[config.mk]
export PLATFORM = sky130hd
export DESIGN_NAME = fep_coding
export DESIGN_NICKNAME = d
export VERILOG_FILES = /design/src/rtl/fep_pkg.sv /design/src/rtl/fep_coding.sv
export SDC_FILE = /design/constraint.sdc
export NUM_CORES = 1
export LEC_CHECK = 0
export BUFFER_PORTS_ARGS = -buffer_cell sky130_fd_sc_hd__clkbuf_2
export CAP_MARGIN = 25
export CORE_MARGIN = 5
export CORE_UTILIZATION = 54
export CTS_BUF_LIST = sky130_fd_sc_hd__clkbuf_4 sky130_fd_sc_hd__clkbuf_8
export DETAILED_ROUTE_END_ITERATION = 8
export PLACE_DENSITY = 0.89
export SETUP_SLACK_MARGIN = 0.1
export SYNTH_ARGS = -nofsm -noshare
export SYNTH_HDL_FRONTEND = slang
export SYNTH_SLANG_ARGS = --single-unit
[constraint.sdc]
create_clock -name I_CLOCK -period 2.55 [get_ports I_CLOCK]
set_input_delay 0.3825 -clock I_CLOCK [delete_from_list [all_inputs] [get_ports I_CLOCK]]
set_output_delay 0.3825 -clock I_CLOCK [all_outputs]
set_load 0.05 [all_outputs]
[src/rtl/fep_pkg.sv]
// Constants shared by the fast ethernet coding block
package fep_pkg;
    // ****************************************
    // Code groups
    // ****************************************
    localparam logic [4:0] SYM_IDLE = 5'h1f;  // All-ones fill
    localparam logic [4:0] SYM_J    = 5'h18;  // Start pair, first
    localparam logic [4:0] SYM_K    = 5'h11;  // Start pair, second
    localparam logic [4:0] SYM_T    = 5'h0d;  // End pair, first
    localparam logic [4:0] SYM_R    = 5'h07;  // End pair, second
    localparam logic [4:0] SYM_H    = 5'h04;  // Forced error group
    localparam logic [3:0] NIB_PRE  = 4'h5;   // Preamble nibble
    localparam logic [3:0] NIB_ZERO = 4'h0;   // Quiet data lines
    localparam logic [3:0] NIB_ONES = 4'hf;   // Padding ones
    localparam logic [2:0] TAIL_FULL = 3'h4;  // Trailing bits forming a nibble
    localparam logic [2:0] TAIL_NONE = 3'h0;  // No trailing bits
    // ****************************************
    // Scrambler
    // ****************************************
    localparam int         LFSR_W   = 11;     // Scrambler length
    localparam int         TAP_HI   = 10;     // Feedback taps
    localparam int         TAP_LO   = 8;
    localparam logic [5:0] SEED_HI  = 6'h2a;  // Fixed upper seed bits
    localparam logic [4:0] KEY_OFF  = 5'h00;  // Bypassed key stream
    localparam logic [3:0] LOCK_RUN = 4'hc;   // Idle groups for lock
    // ****************************************
    // Timing
    // ****************************************
    localparam int CLK_KHZ  = 40000;            // 40 MHz clock
    localparam int LINK_MS  = 50;               // Lock hold before link up
    localparam int WIN_MS   = 2;                // Lock check window
    localparam int LINK_CYC = LINK_MS * CLK_KHZ;
    localparam int WIN_CYC  = WIN_MS * CLK_KHZ;
    localparam int CNT_W    = 21;               // Fits both counts
    // ****************************************
    // Registers
    // ****************************************
    localparam int         AW       = 4;      // Address width
    localparam int         DW       = 16;     // Data width
    localparam logic [3:0] REG_CTRL = 4'h0;   // Control
    localparam logic [3:0] REG_STAT = 4'h4;   // Status
    localparam int CTL_BYP = 0;               // Scrambler bypass
    localparam int CTL_OVR = 1;               // Transmit with link down
    localparam int CTL_ANE = 2;               // Auto-negotiation enabled
    localparam int CTL_FIB = 3;               // Fiber port selected
    localparam logic [3:0] CTRL_RST = 4'h4;   // Negotiation on at reset
    localparam int STA_LL  = 0;               // Link, latched low
    localparam int STA_LNK = 1;               // Link, live
    localparam int STA_LCK = 2;               // Descrambler locked
    localparam int STA_CRS = 3;               // Carrier sense
    // ****************************************
    // States
    // ****************************************
    typedef enum logic [1:0] {
        TX_IDLE = 2'b00,
        TX_J    = 2'b01,
        TX_DATA = 2'b11,
        TX_T    = 2'b10
    } fep_tx_e;
    typedef enum logic [0:0] {
        RX_IDLE  = 1'b0,
        RX_FRAME = 1'b1
    } fep_rx_e;
endpackage

[src/rtl/fep_coding.sv]
// 100 Mbps 4B/5B coding, scrambling, link monitor and carrier sense
// Notes on behaviour
// - one to four trailing bits: deliver, pad ones
// - five to seven trailing bits: drop second nibble
// - fixed nibble codes; undefined codes are invalid
// - send idle groups between frames
// - start pair J then K together
// - end pair T then R together
// - transmit error sends the H group
// - link up after lock held 50 ms
// - under 12 idles per 2 ms drops lock
// - 100 Mbps idles never raise 10 Mbps link
// - link loss shows in status, restarts negotiation
// - send data only with link, or override with negotiation off
// - negotiation on, link down: send link pulses
// - J-K pair raises carrier sense
// - T-R pair drops carrier sense
// - idle without T-R: drop carrier, one error
// - data valid marks symbols; data zero until ready
// - 11-bit scrambler; receiver locks from idles
// - seed takes five bits from address
// - bypass scrambler by control or fiber
// - first two nibbles become J-K pair
// - received J-K becomes two preamble nibbles
// - idle groups while transmit enable low
// - invalid group raises receive error
module fep_coding #(
    parameter int unsigned P_LINK_CYC = fep_pkg::LINK_CYC,  // Lock hold
    parameter int unsigned P_WIN_CYC  = fep_pkg::WIN_CYC    // Lock window
) (
    input  wire logic                   I_CLOCK,
    input  wire logic                   I_RESET_N,
    input  wire logic                   I_CLK_EN,
    input  wire logic [fep_pkg::AW-1:0] I_ADDR,
    input  wire logic [fep_pkg::DW-1:0] I_WDATA,
    input  wire logic                   I_WRITE,
    input  wire logic                   I_READ,
    output logic      [fep_pkg::DW-1:0] O_RDATA,
    input  wire logic [4:0]             I_PHY_ADDR,
    input  wire logic                   I_SPEED_100,
    input  wire logic                   I_TX_STB,
    input  wire logic                   I_TX_EN,
    input  wire logic                   I_TX_ER,
    input  wire logic [3:0]             I_TXD,
    output logic      [4:0]             O_TX_SYM,
    input  wire logic                   I_RX_STB,
    input  wire logic [4:0]             I_RX_SYM,
    input  wire logic [2:0]             I_RX_TAIL_CNT,
    input  wire logic [3:0]             I_RX_TAIL_NIB,
    output logic      [3:0]             O_RXD,
    output logic                        O_RX_DV,
    output logic                        O_RX_ER,
    output logic                        O_CRS,
    output logic                        O_LINK_UP,
    output logic                        O_FLP_SEL,
    output logic                        O_AN_RESTART
);
    import fep_pkg::*;

    // ****************************************
    // Coding functions
    // ****************************************
    // Nibble to code group
    function automatic logic [4:0] enc4(input logic [3:0] n);
        case (n)
            4'h0: enc4 = 5'h1e;
            4'h1: enc4 = 5'h09;
            4'h2: enc4 = 5'h14;
            4'h3: enc4 = 5'h15;
            4'h4: enc4 = 5'h0a;
            4'h5: enc4 = 5'h0b;
            4'h6: enc4 = 5'h0e;
            4'h7: enc4 = 5'h0f;
            4'h8: enc4 = 5'h12;
            4'h9: enc4 = 5'h13;
            4'ha: enc4 = 5'h16;
            4'hb: enc4 = 5'h17;
            4'hc: enc4 = 5'h1a;
            4'hd: enc4 = 5'h1b;
            4'he: enc4 = 5'h1c;
            default: enc4 = 5'h1d;
        endcase
    endfunction

    // Code group to {valid, nibble}; all other groups invalid
    function automatic logic [4:0] dec5(input logic [4:0] s);
        dec5 = {1'b0, NIB_ZERO};
        for (int i = 0; i < 16; i++) begin
            if (enc4(4'(i)) == s) begin
                dec5 = {1'b1, 4'(i)};
            end
        end
    endfunction

    // Five scrambler steps; acquire loads observed key bits
    function automatic logic [15:0] scr5(input logic [10:0] s, input logic [4:0] o, input logic acq);
        logic [10:0] st;
        logic [4:0]  k;
        st = s;
        k  = KEY_OFF;
        for (int i = 4; i >= 0; i--) begin
            k[i] = st[TAP_HI] ^ st[TAP_LO];
            st   = {st[9:0], acq ? o[i] : k[i]};
        end
        scr5 = {st, k};
    endfunction

    // ****************************************
    // State
    // ****************************************
    typedef struct packed {
        logic            seeded;   // Seed taken after reset
        logic [3:0]      ctrl;     // Control register
        logic [DW-1:0]   rdata;    // Read answer
        logic            ll;       // Latched-low link status
        logic            link;     // Link up
        logic [CNT_W-1:0] up_cnt;  // Lock hold counter
        logic            flp;      // Link pulses instead of data
        logic            anr;      // Negotiation restart pulse
        fep_tx_e         tx_st;    // Transmit sequence
        logic [10:0]     tx_lfsr;  // Transmit scrambler
        logic [4:0]      tx_sym;   // Line symbol
        logic [10:0]     rx_lfsr;  // Receive descrambler
        logic            locked;   // Descrambler lock
        logic [3:0]      run;      // Matching idles during acquisition
        logic [3:0]      idle_run; // Consecutive idles while locked
        logic            win_ok;   // Enough idles seen this window
        logic [CNT_W-1:0] win_cnt; // Window counter
        logic [4:0]      prv;      // Previous decoded-side symbol
        fep_rx_e         rx_st;    // Receive sequence
        logic [2:0]      tail_cnt; // Trailing bit count
        logic [3:0]      tail_nib; // Trailing bits
        logic            crs;      // Carrier sense
        logic            dv;       // Receive data valid
        logic            er;       // Receive error
        logic [3:0]      rxd;      // Receive nibble
    } fep_state_s;

    fep_state_s r_reg;   // Registered state
    fep_state_s r_next;  // Next state

    logic        byp;      // Scrambling bypassed
    logic        allowed;  // Data may be sent
    logic [15:0] tx_s;     // Transmit scrambler step
    logic [15:0] rx_s;     // Receive scrambler step
    logic [4:0]  pred;     // Predicted key
    logic [4:0]  d;        // Descrambled symbol
    logic [4:0]  dp;       // Decode of previous symbol
    logic [4:0]  code;     // Unscrambled transmit group
    logic        lock_drop; // Window ends without enough idles

    // ****************************************
    // Next-state logic
    // ****************************************
    always_comb begin
        r_next  = r_reg;
        byp     = r_reg.ctrl[CTL_BYP] | r_reg.ctrl[CTL_FIB];
        allowed = r_reg.link | (r_reg.ctrl[CTL_OVR] & ~r_reg.ctrl[CTL_ANE]);
        tx_s    = scr5(r_reg.tx_lfsr, KEY_OFF, 1'b0);
        rx_s    = scr5(r_reg.rx_lfsr, I_RX_SYM ^ SYM_IDLE, ~r_reg.locked);
        pred    = byp ? KEY_OFF : rx_s[4:0];
        d       = I_RX_SYM ^ pred;
        dp      = dec5(r_reg.prv);
        code    = SYM_IDLE;
        // Lock loss takes link down in the same cycle, not one later
        lock_drop = r_reg.locked && !r_reg.win_ok && (r_reg.win_cnt == CNT_W'(P_WIN_CYC - 1));
        r_next.anr = 1'b0;

        // Seed catch at first enabled edge after reset
        if (!r_reg.seeded) begin
            r_next.seeded  = 1'b1;
            r_next.tx_lfsr = {SEED_HI, I_PHY_ADDR};
        end

        // Register writes and reads
        if (I_WRITE && I_ADDR == REG_CTRL) begin
            r_next.ctrl = I_WDATA[3:0];
        end
        r_next.rdata = '0;
        if (I_READ) begin
            case (I_ADDR)
                REG_CTRL: r_next.rdata = DW'(r_reg.ctrl);
                REG_STAT: r_next.rdata = DW'({r_reg.crs, r_reg.locked, r_reg.link, r_reg.ll});
                default:  r_next.rdata = '0;
            endcase
            if (I_ADDR == REG_STAT) begin
                r_next.ll = r_reg.link;
            end
        end

        // Link monitor, 100 Mbps only
        if (r_reg.locked && !lock_drop && I_SPEED_100) begin
            if (!r_reg.link) begin
                r_next.up_cnt = r_reg.up_cnt + 1'b1;
                if (r_reg.up_cnt == CNT_W'(P_LINK_CYC - 1)) begin
                    r_next.link = 1'b1;
                end
            end
        end else begin
            r_next.up_cnt = '0;
            r_next.link   = 1'b0;
            if (r_reg.link) begin
                r_next.ll  = 1'b0;
                r_next.anr = r_reg.ctrl[CTL_ANE];
            end
        end
        r_next.flp = r_reg.ctrl[CTL_ANE] & ~r_reg.link;

        // Lock window while locked
        if (r_reg.locked) begin
            r_next.win_cnt = r_reg.win_cnt + 1'b1;
            if (r_reg.win_cnt == CNT_W'(P_WIN_CYC - 1)) begin
                r_next.win_cnt = '0;
                r_next.win_ok  = 1'b0;
                if (!r_reg.win_ok) begin
                    r_next.locked = 1'b0;
                    r_next.run    = '0;
                end
            end
        end else begin
            r_next.win_cnt = '0;
            r_next.win_ok  = 1'b0;
        end

        // Transmit path, one group per strobe
        if (I_TX_STB) begin
            case (r_reg.tx_st)
                TX_IDLE: begin
                    if (I_TX_EN && allowed) begin
                        code = SYM_J;
                        r_next.tx_st = TX_J;
                    end else begin
                        code = SYM_IDLE;
                    end
                end
                TX_J: begin
                    code = SYM_K;
                    r_next.tx_st = TX_DATA;
                end
                TX_DATA: begin
                    if (I_TX_EN) begin
                        code = I_TX_ER ? SYM_H : enc4(I_TXD);
                    end else begin
                        code = SYM_T;
                        r_next.tx_st = TX_T;
                    end
                end
                TX_T: begin
                    code = SYM_R;
                    r_next.tx_st = TX_IDLE;
                end
                default: begin
                    r_next.tx_st = TX_IDLE;
                end
            endcase
            r_next.tx_lfsr = tx_s[15:5];
            r_next.tx_sym  = code ^ (byp ? KEY_OFF : tx_s[4:0]);
        end

        // Receive path, one group per strobe
        if (I_RX_STB) begin
            r_next.rx_lfsr = rx_s[15:5];
            r_next.prv     = d;
            if (!r_reg.locked) begin
                // Acquire the key from idle groups
                if (pred == (I_RX_SYM ^ SYM_IDLE)) begin
                    r_next.run = r_reg.run + 1'b1;
                    if (r_reg.run == LOCK_RUN - 1'b1) begin
                        r_next.locked   = 1'b1;
                        r_next.idle_run = '0;
                    end
                end else begin
                    r_next.run = '0;
                end
            end else if (d == SYM_IDLE) begin
                if (r_reg.idle_run == LOCK_RUN - 1'b1) begin
                    r_next.win_ok = 1'b1;
                end else begin
                    r_next.idle_run = r_reg.idle_run + 1'b1;
                end
            end else begin
                r_next.idle_run = '0;
            end
            if (d == SYM_T) begin
                r_next.tail_cnt = I_RX_TAIL_CNT;
                r_next.tail_nib = I_RX_TAIL_NIB;
            end
            r_next.er = 1'b0;
            case (r_reg.rx_st)
                RX_IDLE: begin
                    r_next.crs = 1'b0;
                    r_next.dv  = 1'b0;
                    r_next.rxd = NIB_ZERO;
                    if (r_reg.locked && r_reg.prv == SYM_J && d == SYM_K) begin
                        r_next.crs   = 1'b1;
                        r_next.dv    = 1'b1;
                        r_next.rxd   = NIB_PRE;
                        r_next.rx_st = RX_FRAME;
                    end
                end
                RX_FRAME: begin
                    if (r_reg.prv == SYM_T && d == SYM_R) begin
                        r_next.crs   = 1'b0;
                        r_next.rx_st = RX_IDLE;
                        r_next.dv    = r_reg.tail_cnt != TAIL_NONE;
                        if (r_reg.tail_cnt == TAIL_NONE) begin
                            r_next.rxd = NIB_ZERO;
                        end else if (r_reg.tail_cnt >= TAIL_FULL) begin
                            r_next.rxd = r_reg.tail_nib;
                        end else begin
                            r_next.rxd = r_reg.tail_nib | (NIB_ONES << r_reg.tail_cnt[1:0]);
                        end
                    end else if (d == SYM_IDLE || !r_reg.locked) begin
                        r_next.crs   = 1'b0;
                        r_next.dv    = 1'b0;
                        r_next.rxd   = NIB_ZERO;
                        r_next.er    = 1'b1;
                        r_next.rx_st = RX_IDLE;
                    end else if (r_reg.prv == SYM_K) begin
                        r_next.dv  = 1'b1;
                        r_next.rxd = NIB_PRE;
                    end else if (dp[4]) begin
                        r_next.dv  = 1'b1;
                        r_next.rxd = dp[3:0];
                    end else begin
                        r_next.dv  = 1'b1;
                        r_next.rxd = NIB_ZERO;
                        r_next.er  = 1'b1;
                    end
                end
                default: begin
                    r_next.rx_st = RX_IDLE;
                end
            endcase
        end
    end

    // ****************************************
    // State register
    // ****************************************
    always_ff @(posedge I_CLOCK or negedge I_RESET_N) begin
        if (!I_RESET_N) begin
            r_reg         <= '0;
            r_reg.ctrl    <= CTRL_RST;
            r_reg.tx_sym  <= SYM_IDLE;
            r_reg.tx_st   <= TX_IDLE;
            r_reg.rx_st   <= RX_IDLE;
        end else if (I_CLK_EN) begin
            r_reg <= r_next;
        end
    end

    // Outputs straight from the state register
    assign O_RDATA      = r_reg.rdata;
    assign O_TX_SYM     = r_reg.tx_sym;
    assign O_RXD        = r_reg.rxd;
    assign O_RX_DV      = r_reg.dv;
    assign O_RX_ER      = r_reg.er;
    assign O_CRS        = r_reg.crs;
    assign O_LINK_UP    = r_reg.link;
    assign O_FLP_SEL    = r_reg.flp;
    assign O_AN_RESTART = r_reg.anr;
endmodule  // fep_coding

==> summary.json <==
{
  "status": "complete, but fails checks",
  "violations": "setup timing",
  "portBuffers": 57,
  "post_synthesis_area_per_instance_um2": 9.140,
  "timing.clock.skew_ns": 0.01081,
  "switching_power_mw": 1.969,
  "yosys_warnings": 0,
  "post_synth_inst_count": 679,
  "numCtsBuffers": 17,
  "internal_power_mw": 3.450,
  "critPathCaptureType": "flop",
  "floorplan.die_area_um2": 13740,
  "share_of_layout_cells_above_drive_strength_1_pct": 30.76,
  "worst_ir_drop_on_vdd_mv": 0.6552,
  "final_cell_count_no_fill": 933,
  "antenna_left": 0,
  "reg2reg_depth": 8,
  "floorplan.die.height_um": 117.2,
  "grt_pass1_wl_mm": 28.76,
  "detailroute.via_count": 6168,
  "top_cells_by_area_in_the_synthesized_netlist": "dfrtp_1, nand2_1, o21ai_0, nor2_1, buf_4",
  "areaGrowthSynthToFinish_pct": 24.58,
  "std_cell_rows": 39,
  "core_area_um2": 11320,
  "mostFrequentLayoutCells": "dfrtp_1, nand2_1, clkbuf_2, buf_4, nor2_1",
  "synth_largest_type_area_fraction_pct": 43.55,
  "min_to": "r_reg[9]",
  "power_leakage_nw": 3.436,
  "largest_register_ffs": 95,
  "async_flop_share_pct": 100.0,
  "n_antenna_cell": 0,
  "maxClockFrequency_mhz": 371.4,
  "timing.setup.critical_path_class": "reg -> reg",
  "design.portCount": 82,
  "place.gp.congestion": 0.9727,
  "report.final.setup_viol": 32,
  "width_of_the_die_um": 117.2,
  "r2r_setup_slack_ns": -0.14,
  "final_critical_path_share_of_the_clock_period_pct": 105.6,
  "fillerInstances": 753,
  "synth_cell_type_count": 68,
  "synth_enable_flop_cells": 0,
  "slew_viol_final": 0,
  "detail_route.wirelength_mm": 19.84,
  "yosys.area.top_type": "dfrtp_1",
  "clkPwrFrac_pct": 33.5,
  "timing_worst_slew_pin_value_ns": 0.7133,
  "worst-endpoint-required_ns": 2.95,
  "htreeDepth": 4,
  "first_global_vias": 5933,
  "worst_slew_margin_rel_pct": 52.45,
  "postSynth.topFlopCell": "dfrtp_1",
  "drt_pass_1_iters": 6,
  "sw_frac_of_total_pct": 36.34,
  "clock_slew_at_reported_path_ffs_ns": 0.08,
  "power.density_nw_per_um2": 700.9,
  "post-route-drc-count": 0,
  "grt.overflow.total": 0,
  "routed_wire_length_per_instance_um": 21.27,
  "reg_to_reg_critical_path_startpoint": "r_reg[121]",
  "min_period_ns": 2.693,
  "tritoncts": "built",
  "grtUsageTotal_pct": 26.38,
  "clock_tree.buffer_depth": 2,
  "min-delay-start": "I_RX_TAIL_NIB[2]",
  "min_delay_path_depth": 2,
  "multiInputGateArea_um2": 3412,
  "layout.cells.most_common": "dfrtp_1",
  "grt_setup_unrepaired": "yes",
  "dp_hpwl_mm": 11.12,
  "timing.hold.worst.class": "in -> reg",
  "worst-endpoint-arrival_ns": 3.09,
  "final_hold_violation_count": 0,
  "initial_utilization_pct": 54.82,
  "crit-reg2reg-capture": "r_reg[48]",
  "skew_pair_late_insertion_delay_ns": 0.46,
  "first_iter_violations": 859,
  "max-cap-violations": 0,
  "placedCellCount": 876,
  "synth_seq_area_share_pct": 46.09,
  "dpl_worst_slack_ns": -0.1529,
  "seq_area_um2": 2860,
  "setup.worst_path.start_class": "flop",
  "postSynthRegisterBits": 114,
  "cts_num_sinks": 114,
  "post_drt_via_cell_ratio": 6.611,
  "critical_path_peak_fanout": 4,
  "comb_power_share_pct": 24.9,
  "grt_start_max_net_pins": 45,
  "setup_ws_ns": -0.1427,
  "final_net_count": 832,
  "synthesis.area_um2": 6206,
  "cts_root_buffer": "clkbuf_8",
  "number_of_antenna_violations_at_the_first_check_in_global_routing": 0,
  "p_seq_share_pct": 41.7
}
## power by group through the flow
stage | logic (mW) | clock network [mW] | registers [mW]
floorplan | 0.901 | 0 | 2.22
CTS | 1.24 | 1.79 | 2.24
global route | 1.45 | 1.91 | 2.28
finish | 1.35 | 1.81 | 2.26
global placement | 1.09 | 0 | 2.25
detailed placement | 1.14 | 0 | 2.26
## cells in the mapped netlist (11+ instances only)
| cell type | instances |
|---|---|
| nand2_1 | 107 |
| nand3_1 | 32 |
| dfrtp_1 | 108 |
| buf_4 | 26 |
| nor3_1 | 15 |
| o21ai_0 | 61 |
| mux2i_1 | 15 |
| xor2_1 | 18 |
| xnor2_1 | 12 |
| a21oi_1 | 21 |
| nor2_1 | 53 |
| o31ai_1 | 11 |
| mux2_2 | 14 |
| nor2b_1 | 11 |
| nand4_1 | 11 |
| clkbuf_1 | 24 |
## cell families after synthesis
kind of cell / synth area share, %
buffers and inverters: 5.504
other: 0.06043
muxes: 4.960
AOI/OAI and AO/OA: 15.44
DFF: 46.09
xor gates and xnor gates: 4.234
and+or+nand+nor: 22.90
adders and majority gates: 0.8065
## critical path, cell delays in order, from the launching register on
cell	delay (ns)
dfrtp_1	0.39
or2_4	0.28
or3_4	0.40
a222oi_1	0.48
nand3_1	0.25
or3_4	0.39
buf_6	0.14
nor3b_2	0.19
a221o_1	0.13
## final cells by class
| type | count | area share, % |
|---|---|---|
| clock buffer | 17 | 3.026 |
| clock inverter | 15 | 2.217 |
| timing repair buffer | 121 | 10.73 |
| sequential | 114 | 37.00 |
| inverter | 10 | 0.5826 |
| tap | 143 | 2.314 |
| multi-input combinational | 513 | 44.13 |
## worst max-delay path by stage
stage,start,to,slack (ns),depth (start not counted)
floorplan,r_reg[121],r_reg[49],0.10,7
global placement,r_reg[29],r_reg[100],-0.0003,6
detailed placement,r_reg[121],r_reg[48],-0.15,8
CTS,r_reg[29],r_reg[102],-0.04,6
global route,r_reg[29],r_reg[102],-0.19,6
finish,r_reg[121],r_reg[48],-0.14,8
## layer usage
metal,routed length (um),track usage (%)
met2,9828,44.23
met3,1886,5.604
met1,6961,32.88
met5,0,0
met4,1167,11.62
## stage by stage
step                      instance area [um^2]    TNS (ns)  hold WS [ns]  utilization [%]  power [mW]
final                                     7731      -2.054        0.1523            68.29       5.418
after detailed placement                  6723     -0.4263        0.3311            59.38       3.406
after CTS                                 7401    -0.04568        0.1457            65.37       5.263
after floorplan                           6247           0       0.08691                -       3.126
after global routing                      7731      -4.096        0.1359            68.29       5.639
after global placement                    6723  -0.0003058        0.3258            59.38       3.341
## repair_timing
item	4_1_cts	5_1_grt
setup endpoints to repair	39	64
gates resized for setup	49	74
hold buffers	1	0
cloned	1	1
hold endpoints to repair	26	0
pin swaps	20	28
buffers inserted	12	10
No activity file was read; power rests on OpenSTA's default activity.
